<file path="src/logic/lgv_consts.svh">
// Offsets, field positions and reset values of the low-side gating block.
// Assumes a 32-bit classic Wishbone slave with byte addresses.
`ifndef LGV_CONSTS_SVH
`define LGV_CONSTS_SVH

// ----------------------------------------------------------------------
// Register byte offsets
// ----------------------------------------------------------------------
`define LGV_OFS_CTRL       8'h00
`define LGV_OFS_SLEW       8'h04
`define LGV_OFS_LS_THR     8'h08
`define LGV_OFS_HS_DS_THR  8'h0c
`define LGV_OFS_HS_FW_THR  8'h10
`define LGV_OFS_LIVE       8'h14
`define LGV_OFS_EVT_STAT   8'h18
`define LGV_OFS_EVT_CLR    8'h1c
`define LGV_OFS_EVT_EN     8'h20

// ----------------------------------------------------------------------
// Field positions
// ----------------------------------------------------------------------
`define LGV_CTRL_SHUT_BIT  0
`define LGV_CTRL_OVR_BIT   1
`define LGV_LIVE_REF_LSB   15
`define LGV_LIVE_GATE_LSB  18
`define LGV_OVR_CHAN       6

// ----------------------------------------------------------------------
// Reset values and threshold codes
// ----------------------------------------------------------------------
`define LGV_RST_SLEW       12'h000
`define LGV_RST_THR24      24'h000000
`define LGV_RST_THR12      12'h000
`define LGV_THR_ZERO       4'h0
`define LGV_THR_MAX_LOW    4'h7
`define LGV_THR_MIN_FINE   4'h9
`define LGV_THR_MAX_FINE   4'hc

`endif

</file>
<file path="src/logic/lgv_pkg.sv">
// Types shared by the low-side gating block and its bench.
// Assumes lgv_consts.svh holds every number.
package lgv_pkg;

  // Synchronised or raw comparator results, one bit per comparator
  typedef struct packed {
    logic [2:0] hs_fw;
    logic [2:0] hs_batt;
    logic [2:0] hs_boost;
    logic [5:0] ls_drain;
  } lgv_cmp_s;

  // Drain reference select from the microcore
  typedef struct packed {
    logic       valid;
    logic [1:0] chan;   // 0,1,2 for high-side 2,4,6
    logic       boost;
  } lgv_fbk_s;

  // Supply and clock conditions
  typedef struct packed {
    logic drive_permit;
    logic predriver_supply_low;
    logic logic_supply_low;
    logic pll_locked;
    logic reset_n_pin;
  } lgv_cond_s;

  // Whole state of the block
  typedef struct packed {
    lgv_cmp_s    cmp_meta;
    lgv_cmp_s    cmp_sync;
    lgv_cmp_s    cmp_prev;
    logic        shut_en;
    logic        permit_override_ch_six;
    logic [11:0] slew;
    logic [23:0] ls_thr;
    logic [11:0] high_drain_threshold;
    logic [11:0] high_freewheel_threshold;
    logic [2:0]  ref_boost;
    logic [14:0] evt;
    logic [14:0] evt_en;
    logic        irq;
    logic [5:0]  gate;
    logic [23:0] ls_code;
    logic [11:0] hs_ds_code;
    logic [11:0] hs_fw_code;
    logic        ack;
    logic [31:0] rdat;
  } lgv_state_s;

endpackage

</file>
<file path="src/logic/lgv_lowside_gate.sv">
// Low-side gate gating, edge strength, threshold coding and comparator
// monitoring, with a classic Wishbone register slave.
// Assumes inputs synchronous to clk_sys except the comparator results.
//
// The register offsets and the Wishbone slave port were left to the implementer.
`timescale 1ns/1ps
`include "lgv_consts.svh"

// Behaviour
// - Gate command forced low while drive permit is low, unless overridden.
// - Only channel six has a permit override; other gating still applies.
// - Pre-driver supply low forces every gate command low.
// - Logic supply low forces every gate command low.
// - Lost PLL lock forces gates low only when shutdown enable set; default off.
// - Command high only with channel request high and all gating permitting.
// - Gate output follows the gate command.
// - Reset pin low holds every gate output off.
// - Each driver has its own 2-bit edge strength, 00 fastest.
// - Low-side drain threshold uses the documented 4-bit code table.
// - High-side drain and source thresholds set by registers, same code table.
// - Microcore select chooses battery or boost drain reference on channels 2,4,6.
// - High-side 2,4,6 each give boost, battery and free-wheel comparator results.
// - High drain comparator: source against supply minus threshold.
// - Free-wheel comparator: source against ground plus threshold.
// - Low-side monitor compares drain against ground, sense resistor included.
module lgv_lowside_gate (
  // Clock and reset
  input  wire logic               clk_sys,
  input  wire logic               srst,
  // Classic Wishbone slave
  input  wire logic               wb_cyc_i,
  input  wire logic               wb_stb_i,
  input  wire logic               wb_we_i,
  input  wire logic [7:0]         wb_adr_i,
  input  wire logic [3:0]         wb_sel_i,
  input  wire logic [31:0]        wb_dat_i,
  output logic                    wb_ack_o,
  output logic [31:0]             wb_dat_o,
  // Interrupt
  output logic                    irq,
  // Channel logic and conditions
  input  wire logic [5:0]         chan_request,
  input  wire lgv_pkg::lgv_cond_s cond,
  input  wire lgv_pkg::lgv_fbk_s  fbk_sel,
  // Analog comparators, asynchronous
  input  wire lgv_pkg::lgv_cmp_s  cmp_raw,
  // Pre-driver and comparator settings
  output logic [5:0]              ls_gate,
  output logic [11:0]             ls_slew,
  output logic [23:0]             ls_vds_code,
  output logic [11:0]             hs_ds_code,
  output logic [11:0]             hs_fw_code,
  output logic [2:0]              hs_ref_boost
);

  // --------------------------------------------------------------------
  // Helpers
  // --------------------------------------------------------------------

  // Unlisted codes fold to zero volts so a stray write never arms a
  // comparator at an undefined level
  function automatic logic [3:0] thr_fix(input logic [3:0] code);
    if (code <= `LGV_THR_MAX_LOW) begin
      thr_fix = code;
    end else if (code >= `LGV_THR_MIN_FINE && code <= `LGV_THR_MAX_FINE) begin
      thr_fix = code;
    end else begin
      thr_fix = `LGV_THR_ZERO;
    end
  endfunction

  // Byte-lane merge for register writes
  function automatic logic [31:0] lane_merge(input logic [31:0] old_v,
                                             input logic [31:0] new_v,
                                             input logic [3:0]  sel);
    for (int i = 0; i < 4; i++) begin
      lane_merge[i*8 +: 8] = sel[i] ? new_v[i*8 +: 8] : old_v[i*8 +: 8];
    end
  endfunction

  // --------------------------------------------------------------------
  // State
  // --------------------------------------------------------------------
  lgv_pkg::lgv_state_s state_reg;
  lgv_pkg::lgv_state_s state_next;

  logic                wr_hit;
  logic                rd_hit;
  logic [31:0]         merged;
  logic [31:0]         ctrl_word;
  logic [14:0]         rise;
  logic [14:0]         clr_mask;
  logic                permit;
  logic                clock_ok;
  logic                supply_ok;

  // Bus decode: answer one cycle after the request, drop after one
  assign wr_hit = wb_cyc_i && wb_stb_i && wb_we_i && !state_reg.ack;
  assign rd_hit = wb_cyc_i && wb_stb_i && !wb_we_i && !state_reg.ack;

  // Control word as software sees it
  assign ctrl_word = {30'h00000000, state_reg.permit_override_ch_six, state_reg.shut_en};

  // Merge source follows the register addressed
  always_comb begin
    case (wb_adr_i)
      `LGV_OFS_CTRL:      merged = lane_merge(ctrl_word, wb_dat_i, wb_sel_i);
      `LGV_OFS_SLEW:      merged = lane_merge({20'h00000, state_reg.slew}, wb_dat_i, wb_sel_i);
      `LGV_OFS_LS_THR:    merged = lane_merge({8'h00, state_reg.ls_thr}, wb_dat_i, wb_sel_i);
      `LGV_OFS_HS_DS_THR: merged = lane_merge({20'h00000, state_reg.high_drain_threshold},
                                              wb_dat_i, wb_sel_i);
      `LGV_OFS_HS_FW_THR: merged = lane_merge({20'h00000, state_reg.high_freewheel_threshold},
                                              wb_dat_i, wb_sel_i);
      `LGV_OFS_EVT_CLR:   merged = lane_merge(32'h00000000, wb_dat_i, wb_sel_i);
      `LGV_OFS_EVT_EN:    merged = lane_merge({17'h00000, state_reg.evt_en}, wb_dat_i, wb_sel_i);
      default:            merged = 32'h00000000;
    endcase
  end

  // Events are rising edges of the synchronised comparators
  assign rise     = state_reg.cmp_sync & ~state_reg.cmp_prev;
  assign clr_mask = (wr_hit && wb_adr_i == `LGV_OFS_EVT_CLR) ? merged[14:0] : 15'h0000;

  // Gating terms shared by all six channels
  assign permit    = cond.drive_permit;
  assign clock_ok  = cond.pll_locked || !state_reg.shut_en;
  assign supply_ok = !cond.predriver_supply_low
                     && !cond.logic_supply_low;

  // --------------------------------------------------------------------
  // Next state
  // --------------------------------------------------------------------
  always_comb begin
    state_next = state_reg;

    // Comparator synchronisers; stage one feeds nothing but stage two
    state_next.cmp_meta = cmp_raw;
    state_next.cmp_sync = state_reg.cmp_meta;
    state_next.cmp_prev = state_reg.cmp_sync;

    // Register writes
    if (wr_hit) begin
      case (wb_adr_i)
        `LGV_OFS_CTRL: begin
          state_next.shut_en                = merged[`LGV_CTRL_SHUT_BIT];
          state_next.permit_override_ch_six = merged[`LGV_CTRL_OVR_BIT];
        end
        `LGV_OFS_SLEW: begin
          state_next.slew = merged[11:0];
        end
        `LGV_OFS_LS_THR: begin
          state_next.ls_thr = merged[23:0];
        end
        `LGV_OFS_HS_DS_THR: begin
          state_next.high_drain_threshold = merged[11:0];
        end
        `LGV_OFS_HS_FW_THR: begin
          state_next.high_freewheel_threshold = merged[11:0];
        end
        `LGV_OFS_EVT_EN: begin
          state_next.evt_en = merged[14:0];
        end
        default: begin
          state_next.shut_en = state_reg.shut_en;
        end
      endcase
    end

    // Sticky events: a new edge wins over a clear in the same cycle
    state_next.evt = (state_reg.evt & ~clr_mask) | rise;
    state_next.irq = |(state_next.evt & state_reg.evt_en);

    // Drain reference select from the microcore instruction
    if (fbk_sel.valid && fbk_sel.chan <= 2'd2) begin
      state_next.ref_boost[fbk_sel.chan] = fbk_sel.boost;
    end

    // Threshold codes to the comparators, cleaned of unlisted values
    for (int i = 0; i < 6; i++) begin
      state_next.ls_code[i*4 +: 4] = thr_fix(state_reg.ls_thr[i*4 +: 4]);
    end
    for (int i = 0; i < 3; i++) begin
      state_next.hs_ds_code[i*4 +: 4] =
        thr_fix(state_reg.high_drain_threshold[i*4 +: 4]);
      state_next.hs_fw_code[i*4 +: 4] =
        thr_fix(state_reg.high_freewheel_threshold[i*4 +: 4]);
    end

    // Gate commands; the register is the gate pin level
    for (int i = 0; i < 6; i++) begin
      state_next.gate[i] = chan_request[i]
                           && (permit || (i == `LGV_OVR_CHAN - 1
                                          && state_reg.permit_override_ch_six))
                           && supply_ok && clock_ok
                           && cond.reset_n_pin;
    end

    // Bus answer and read data
    state_next.ack  = wb_cyc_i && wb_stb_i && !state_reg.ack;
    state_next.rdat = 32'h00000000;
    if (rd_hit) begin
      case (wb_adr_i)
        `LGV_OFS_CTRL:      state_next.rdat = ctrl_word;
        `LGV_OFS_SLEW:      state_next.rdat = {20'h00000, state_reg.slew};
        `LGV_OFS_LS_THR:    state_next.rdat = {8'h00, state_reg.ls_thr};
        `LGV_OFS_HS_DS_THR: state_next.rdat = {20'h00000, state_reg.high_drain_threshold};
        `LGV_OFS_HS_FW_THR: state_next.rdat = {20'h00000, state_reg.high_freewheel_threshold};
        `LGV_OFS_LIVE:      state_next.rdat = {8'h00, state_reg.gate, state_reg.ref_boost,
                                               state_reg.cmp_sync};
        `LGV_OFS_EVT_STAT:  state_next.rdat = {17'h00000, state_reg.evt};
        `LGV_OFS_EVT_EN:    state_next.rdat = {17'h00000, state_reg.evt_en};
        default:            state_next.rdat = 32'h00000000;
      endcase
    end
  end

  // --------------------------------------------------------------------
  // State register
  // --------------------------------------------------------------------

  // Synchronous reset: gates off, clock-loss shutdown disabled
  always_ff @(posedge clk_sys) begin
    if (srst) begin
      state_reg                          <= '0;
      state_reg.shut_en                  <= 1'b0;
      state_reg.slew                     <= `LGV_RST_SLEW;
      state_reg.ls_thr                   <= `LGV_RST_THR24;
      state_reg.high_drain_threshold     <= `LGV_RST_THR12;
      state_reg.high_freewheel_threshold <= `LGV_RST_THR12;
    end else begin
      state_reg <= state_next;
    end
  end

  // Outputs straight from the state flip-flops
  assign wb_ack_o     = state_reg.ack;
  assign wb_dat_o     = state_reg.rdat;
  assign irq          = state_reg.irq;
  assign ls_gate      = state_reg.gate;
  assign ls_slew      = state_reg.slew;
  assign ls_vds_code  = state_reg.ls_code;
  assign hs_ds_code   = state_reg.hs_ds_code;
  assign hs_fw_code   = state_reg.hs_fw_code;
  assign hs_ref_boost = state_reg.ref_boost;

endmodule // lgv_lowside_gate

</file>
<file path="config.mk">
export PLATFORM = sky130hd
export DESIGN_NAME = lgv_lowside_gate
export DESIGN_NICKNAME = d
export VERILOG_FILES = /design/src/logic/lgv_pkg.sv /design/src/logic/lgv_lowside_gate.sv
export VERILOG_INCLUDE_DIRS = /design/src /design/src/logic
export SDC_FILE = /design/constraint.sdc
export NUM_CORES = 1
export LEC_CHECK = 0
export BUFFER_PORTS_ARGS = -buffer_cell sky130_fd_sc_hd__clkbuf_2
export CELL_PAD_IN_SITES_DETAIL_PLACEMENT = 0
export CELL_PAD_IN_SITES_GLOBAL_PLACEMENT = 1
export CORE_AREA = 2 2 154 156
export DETAILED_ROUTE_END_ITERATION = 10
export DIE_AREA = 0 0 156 158
export GPL_TIMING_DRIVEN = 0
export PLACE_DENSITY = 0.81
export SYNTH_ARGS = -nofsm -noshare
export SYNTH_HDL_FRONTEND = slang
export SYNTH_SLANG_ARGS = --single-unit
</file>
<file path="constraint.sdc">
create_clock -name clk_sys -period 2.6 [get_ports clk_sys]
set_clock_uncertainty 0.15 [all_clocks]
set_input_delay 0.13 -clock clk_sys [delete_from_list [all_inputs] [get_ports clk_sys]]
set_output_delay 0.13 -clock clk_sys [all_outputs]
set_load 0.05 [all_outputs]
</file>
== Word level (Yosys, flattened, before mapping) ==
Index checks and enable logic that the tools add are counted.
Widths: inputs -> output; s select.
Storage, ports and cells
  bits in registers: 228
  output and inout bits: 103
  word-level logic and storage cells: 195
Operators by class
  order comparisons: 39
  equality and inequality tests: 10
  muxes and demuxes: 45
  bitwise logic cells: 7
  reduce and logical (&&, ||, !) cells: 64
Operators by type and width (count)
  $pmux 24 s8: 1
  $pmux 24 s7: 1
  $mux 8: 15
  $mux 4: 24
  $ge 4x4->1 const B: 12
  $le 4x3->1 const B: 12
  $le 4x4->1 const B: 12
  $logic_and 1x1->1: 46
  $and 15x15->15: 3
  $eq 8x5->1 const B: 4
  $not 15->15: 2
  $eq 8x4->1 const B: 2
  $mux 15: 1
  $or 15x15->15: 1
  $reduce_or 15->1: 1
  $reduce_and 2->1: 6
  $eq 8x3->1 const B: 1
  $eq 8x6->1 const B: 1
  $logic_not 8->1: 1
  $reduce_and 3->1: 2
  $logic_not 1->1: 5
  $ne 2x2->1 const B: 2
  $bwmux 3: 1
  $lt 2x3->1 const B: 1
  other kinds (7): 8

== Logic depth before layout (Yosys ltp) ==
  word-level depth: 10
  gate-level depth with buffers: 10
  mapped depth without buffers: 7

== Least setup slack after synthesis ==
No wires, ideal clock.
  path kind: input -> register
  from: input wb_adr_i[0]
  to: register state_reg (netlist bit irq)
  setup time: 0.141 ns
  data arrival time: 2.009 ns
  path slack: 0.300 ns
  stages: 8
  path through: buf_4 -> nor4_4 -> nand2_4 -> o22a_1 -> o22a_2 -> a31o_1 -> a2111oi_2 -> a41oi_1
Between the ends
  cells in the longest elaborated chain, start to end: 8
  elaborated cells between the ends (all ways): 15
  classes of those cells: eq/ne (6); mux (2); bitwise (4); reduce/logical (3)
RTL lines
  start, declared: line lgv_lowside_gate.sv:34  | input wire logic [7:0] wb_adr_i,
  $eq 8x6->1 (tied with other cells): line lgv_lowside_gate.sv:106  | case (wb_adr_i)
  $pmux 24 s7 / $logic_and 1x1->1 (equally long branches)
  $mux 15 (*): line lgv_lowside_gate.sv:122  | assign clr_mask = (wr_hit && wb_adr_i == `LGV_OFS_EVT_CLR) ? merged[14:0] : 15'h0000;
  $not 15->15 (*): line lgv_lowside_gate.sv:170  | state_next.evt = (state_reg.evt & ~clr_mask) | rise;
  $and 15x15->15 (*): line lgv_lowside_gate.sv:170
  $or 15x15->15 (*): line lgv_lowside_gate.sv:170
  $and 15x15->15 (*): line lgv_lowside_gate.sv:171  | state_next.irq = |(state_next.evt & state_reg.evt_en);
  $reduce_or 15->1 (*): line lgv_lowside_gate.sv:171
  end signal, assigned: line lgv_lowside_gate.sv:231  | state_reg <= state_next;
  end, declared: line lgv_lowside_gate.sv:84  | lgv_pkg::lgv_state_s state_reg;
Mark *: on every way between the ends. The rest lies on a longest branch, timed or not.
A chain may end at the register's enable or synchronous reset.

== Final worst setup path ==
  from: input wb_adr_i[3]
  to: register state_reg (netlist bit irq)
The elaborated chain is that of the path after synthesis.

==> summary.md <==
| Metric | Value |
|---|---|
| Initial core utilization | `about two fifths` |
| Peak fanout along the critical path | `9` |
| Synthesized cell area | `about 0.0096 mm2` |
| Required time of the critical path | `between 2 and 3 ns` |
| Post-detail-place hpwl | `about 24 mm` |
| Overall track demand over capacity in global routing | `between 20% and 30%` |
| Total instance count after detailed placement | `approximately 1,500` |
| Antenna violations before repair | `3` |
| Pin count of the biggest net entering global routing | `15` |
| Total power per unit cell area | `a little under 600 mW/mm2` |
| Fin util | `52.7%` |
| Port-buffer cells | `approximately 160` |
| Proportion of netlist area held by the largest area contributor | `between 40% and 50%` |
| Width of the die | `~160 um` |
| Detailed Routing Iterations Pass 1 | `5` |
| Worst setup path startpoint | `wb_adr_i[3]` |
| Worst slew margin | `~17%` |
| Ys async rst share | `0%` |
| Count of state elements after synthesis | `between 200 and 250` |
| Fin Hold WS | `0.0213 ns` |
| Cells taking the most area after synthesis | `sky130_fd_sc_hd__dfxtp_1 (46%), sky130_fd_sc_hd__buf_4 (8.4%), sky130_fd_sc_hd__nor2b_1 (4.2%)` |
| Top_reg_cell synth | `sky130_fd_sc_hd__dfxtp_1` |
| Most instantiated cells after synthesis | `sky130_fd_sc_hd__dfxtp_1 (220), sky130_fd_sc_hd__buf_4 (107), sky130_fd_sc_hd__nor2_1 (99)` |
| Proportion of layout cells with a drive suffix above 1 | `26.1%` |
| # fillers | `~2,200` |
| Final worst path period share | `102%` |
| Reg clk slew, reported paths | `around 0.06 ns` |
| Setup slack after layout | `-0.0461 ns` |
| Number of distinct library cells after synthesis | `64` |
| Max-Cap Viols | `0` |
| Minimum period implied by the final worst setup slack | `about 2.6 ns` |
| Leak | `between 4 and 5 nW` |
| Critical Path Slowest Stage Cell | `sky130_fd_sc_hd__nor4b_4` |
| Number of synthesized flops with an enable pin | `0` |
| Number of nets in the layout | `1,403` |
| Total Routed Length | `between 30 and 40 mm` |
| Number of setup violations in the final report | `1` |
| Tightest Pin Transition | `1.23 ns` |
| Number of warnings printed during yosys synthesis | `0` |
| Slew Limit Fails | `0` |
| Stage delay of the slowest cell on the critical path | `0.54 ns` |
| Status | `finished, violations left` |
| Drc violations | `0` |
| Sequential area share after synthesis | `around 46%` |
| Total negative setup slack | `-0.0461 ns` |
| Final weighted congestion in routability-driven placement | `approximately 0.99` |
| TritonCTS sink count | `220` |
| Largest vdd supply drop | `about 0.48 mV` |
| Startpoint of the most critical hold path | `wb_adr_i[4]` |
| Via count of the first global-routing pass | `7,853` |
| Start-to-end type of the worst setup path | `in -> reg` |
| Worst reg2reg startpoint | `wb_ack_o$_SDFF_PP0_` |
| Floorplan row count | `between 50 and 60` |
| Residual overflow from global routing | `0` |
| Data arrival time at the worst-slack endpoint | `2.83 ns` |
| Crit start category | `input pin` |
| Standard cell core area | `0.0231 mm2` |
| Routed vias | `8,680` |
| Total buffers and inverters traversed by the critical path | `2` |
| Largest delay share family, worst path | `simple AND/OR/NAND/NOR gates` |
| Cell at the root of the clock tree | `sky130_fd_sc_hd__clkbuf_16` |
| Total Die Area | `0.0246 mm2` |
| Cells after Synth | `~1,100` |
| Failing checks | `negative setup slack` |
| Wire length of the first global-routing pass | `about 48 mm` |
| TritonCTS buffer count | `23` |
| Height of the die | `between 150 and 200 um` |
| Setup crit end kind | `flip-flop` |
| Via density per instance | `about 5.3` |
| Number of flip-flops in the largest register | `93` |
| Kind of path behind the tightest hold check | `in -> reg` |
| Clock H-tree levels | `1` |
| Number of buffers on the longest clock path | `3` |
| Worst-path cell chain | `buf_2 > nor4b_4 > and2_1 > clkbuf_1 > a221oi_2 > mux2i_4 > a21oi_1 > nor4_1 > a41oi_1` |
| Post-Layout Cell Count | `approximately 1,600` |
| Clock tree from TritonCTS | `built` |
| Final antenna-violating net count | `0` |
| Mapped Avg Cell Area | `between 8 and 9 um2` |
| DR WL/cell | `roughly 20 um` |
| Number of placed I/O pins | `between 150 and 200` |
| Final hold vios | `0` |
| Maximum frequency from static timing analysis | `between 0.3 and 0.4 GHz` |
| Most frequently used cell type in the post-synthesis netlist | `sky130_fd_sc_hd__dfxtp_1` |
| Leading area contributor after synthesis | `sky130_fd_sc_hd__dfxtp_1` |
| Unrepaired setup endpoints after global routing | `true` |
| Initial DRC count | `between 700 and 800` |
| Area Overhead vs Synth | `27.1%` |
| Latest clock arrival within the worst-skew pair | `around 0.51 ns` |
## cell families after synthesis
kind of cell | Yosys count | share of synthesized area (%)
other cells | 1 | 0.0392
flops | 220 | 46.1
mux | 14 | 1.52
compound gates | 257 | 17.8
buf+inv | 177 | 11.3
simple gates | 408 | 23.1
fa+ha+maj | 1 | 0.105
## repair_timing
item / CTS / global route
gates cloned: 0 / 0
hold buffers: 48 / 1
hold endpoints to repair: 41 / 1
pin swaps: 0 / 3
buffers inserted: 0 / 8
resized for setup: 15 / 6
endpoints found under the setup margin: 40 / 2
## report_power, final
group	total, mW	internal, mW	switching [mW]
Sequential	3.44	3.42	0.0269
Combinational	0.494	0.190	0.304
Clock	3.31	1.97	1.33
## cell usage in the layout, fill, tap and decap left out, types with 9 or more instances in the layout
master | synthesis | final
sky130_fd_sc_hd__buf_4 | 107 | 115
sky130_fd_sc_hd__clkbuf_1 | 52 | 51
sky130_fd_sc_hd__and3_1 | 11 | 11
sky130_fd_sc_hd__nor3_1 | 30 | 30
sky130_fd_sc_hd__inv_1 | 9 | 9
sky130_fd_sc_hd__clkbuf_2 | 0 | 162
sky130_fd_sc_hd__dlygate4sd3_1 | 0 | 49
sky130_fd_sc_hd__mux2i_1 | 10 | 9
sky130_fd_sc_hd__and3b_1 | 12 | 12
sky130_fd_sc_hd__nor2b_1 | 64 | 64
sky130_fd_sc_hd__a21oi_1 | 79 | 78
sky130_fd_sc_hd__nor4bb_1 | 12 | 12
sky130_fd_sc_hd__and2_1 | 38 | 38
sky130_fd_sc_hd__clkbuf_16 | 0 | 23
sky130_fd_sc_hd__nand3_1 | 25 | 24
sky130_fd_sc_hd__o21ai_0 | 44 | 44
sky130_fd_sc_hd__a22oi_1 | 30 | 29
sky130_fd_sc_hd__nand2_1 | 84 | 84
sky130_fd_sc_hd__nor2_1 | 99 | 99
sky130_fd_sc_hd__a211oi_1 | 33 | 32
sky130_fd_sc_hd__dfxtp_1 | 220 | 220
## worst register-to-register path: cells and delay by family, from the launching register on
kind	cells	cell delay, ns
simple gates	2	0.44
buf+inv	2	0.52
flops	1	0.33
compound gates	4	0.94
## worst paths after layout
kind / slack (ns) / depth (start not counted) / to
setup / recovery: -0.05 / 9 / irq$_SDFF_PP0_
hold / removal: 0.02 / 4 / wb_dat_o[14]$_SDFF_PP0_
setup reg to reg: 0.02 / 8 / irq$_SDFF_PP0_
hold reg to reg: 0.28 / 1 / state_next[192]$_SDFF_PP0_
## through the flow
stage               total power, mW  area, um2  setup slack, ns
CTS                            7.27      12000          -0.0695
floorplan                      3.76       9580            0.300
global route                   7.49      12100          -0.0239
detailed placement             3.93      10700            -1.24
global placement               3.93      10700            -1.33
finish                         7.24      12100          -0.0461
## per-layer routing
metal / wire [um] / part of all wire [%] / GRT usage, %
met1: 14600 / 44 / 35.5
met2: 14800 / 44 / 41.5
met3: 2720 / 8.1 / 5.58
met4: 1320 / 4.0 / 10.2
met5: 13 / 0.039 / 0
## final cells by class
cell class / count / area [um2] / area share, %
tap: 290 / 363 / 2.99
inverter: 9 / 33.8 / 0.278
antenna: 1 / 2.50 / 0.0206
buffer: 167 / 1050 / 8.65
sequential: 220 / 4400 / 36.3
clock inverter: 8 / 101 / 0.834
timing repair buffer: 215 / 1340 / 11.0
multi-input combinational: 688 / 4190 / 34.5
clock buffer: 33 / 663 / 5.46
Note: power is estimated with default switching activity, not from simulation.
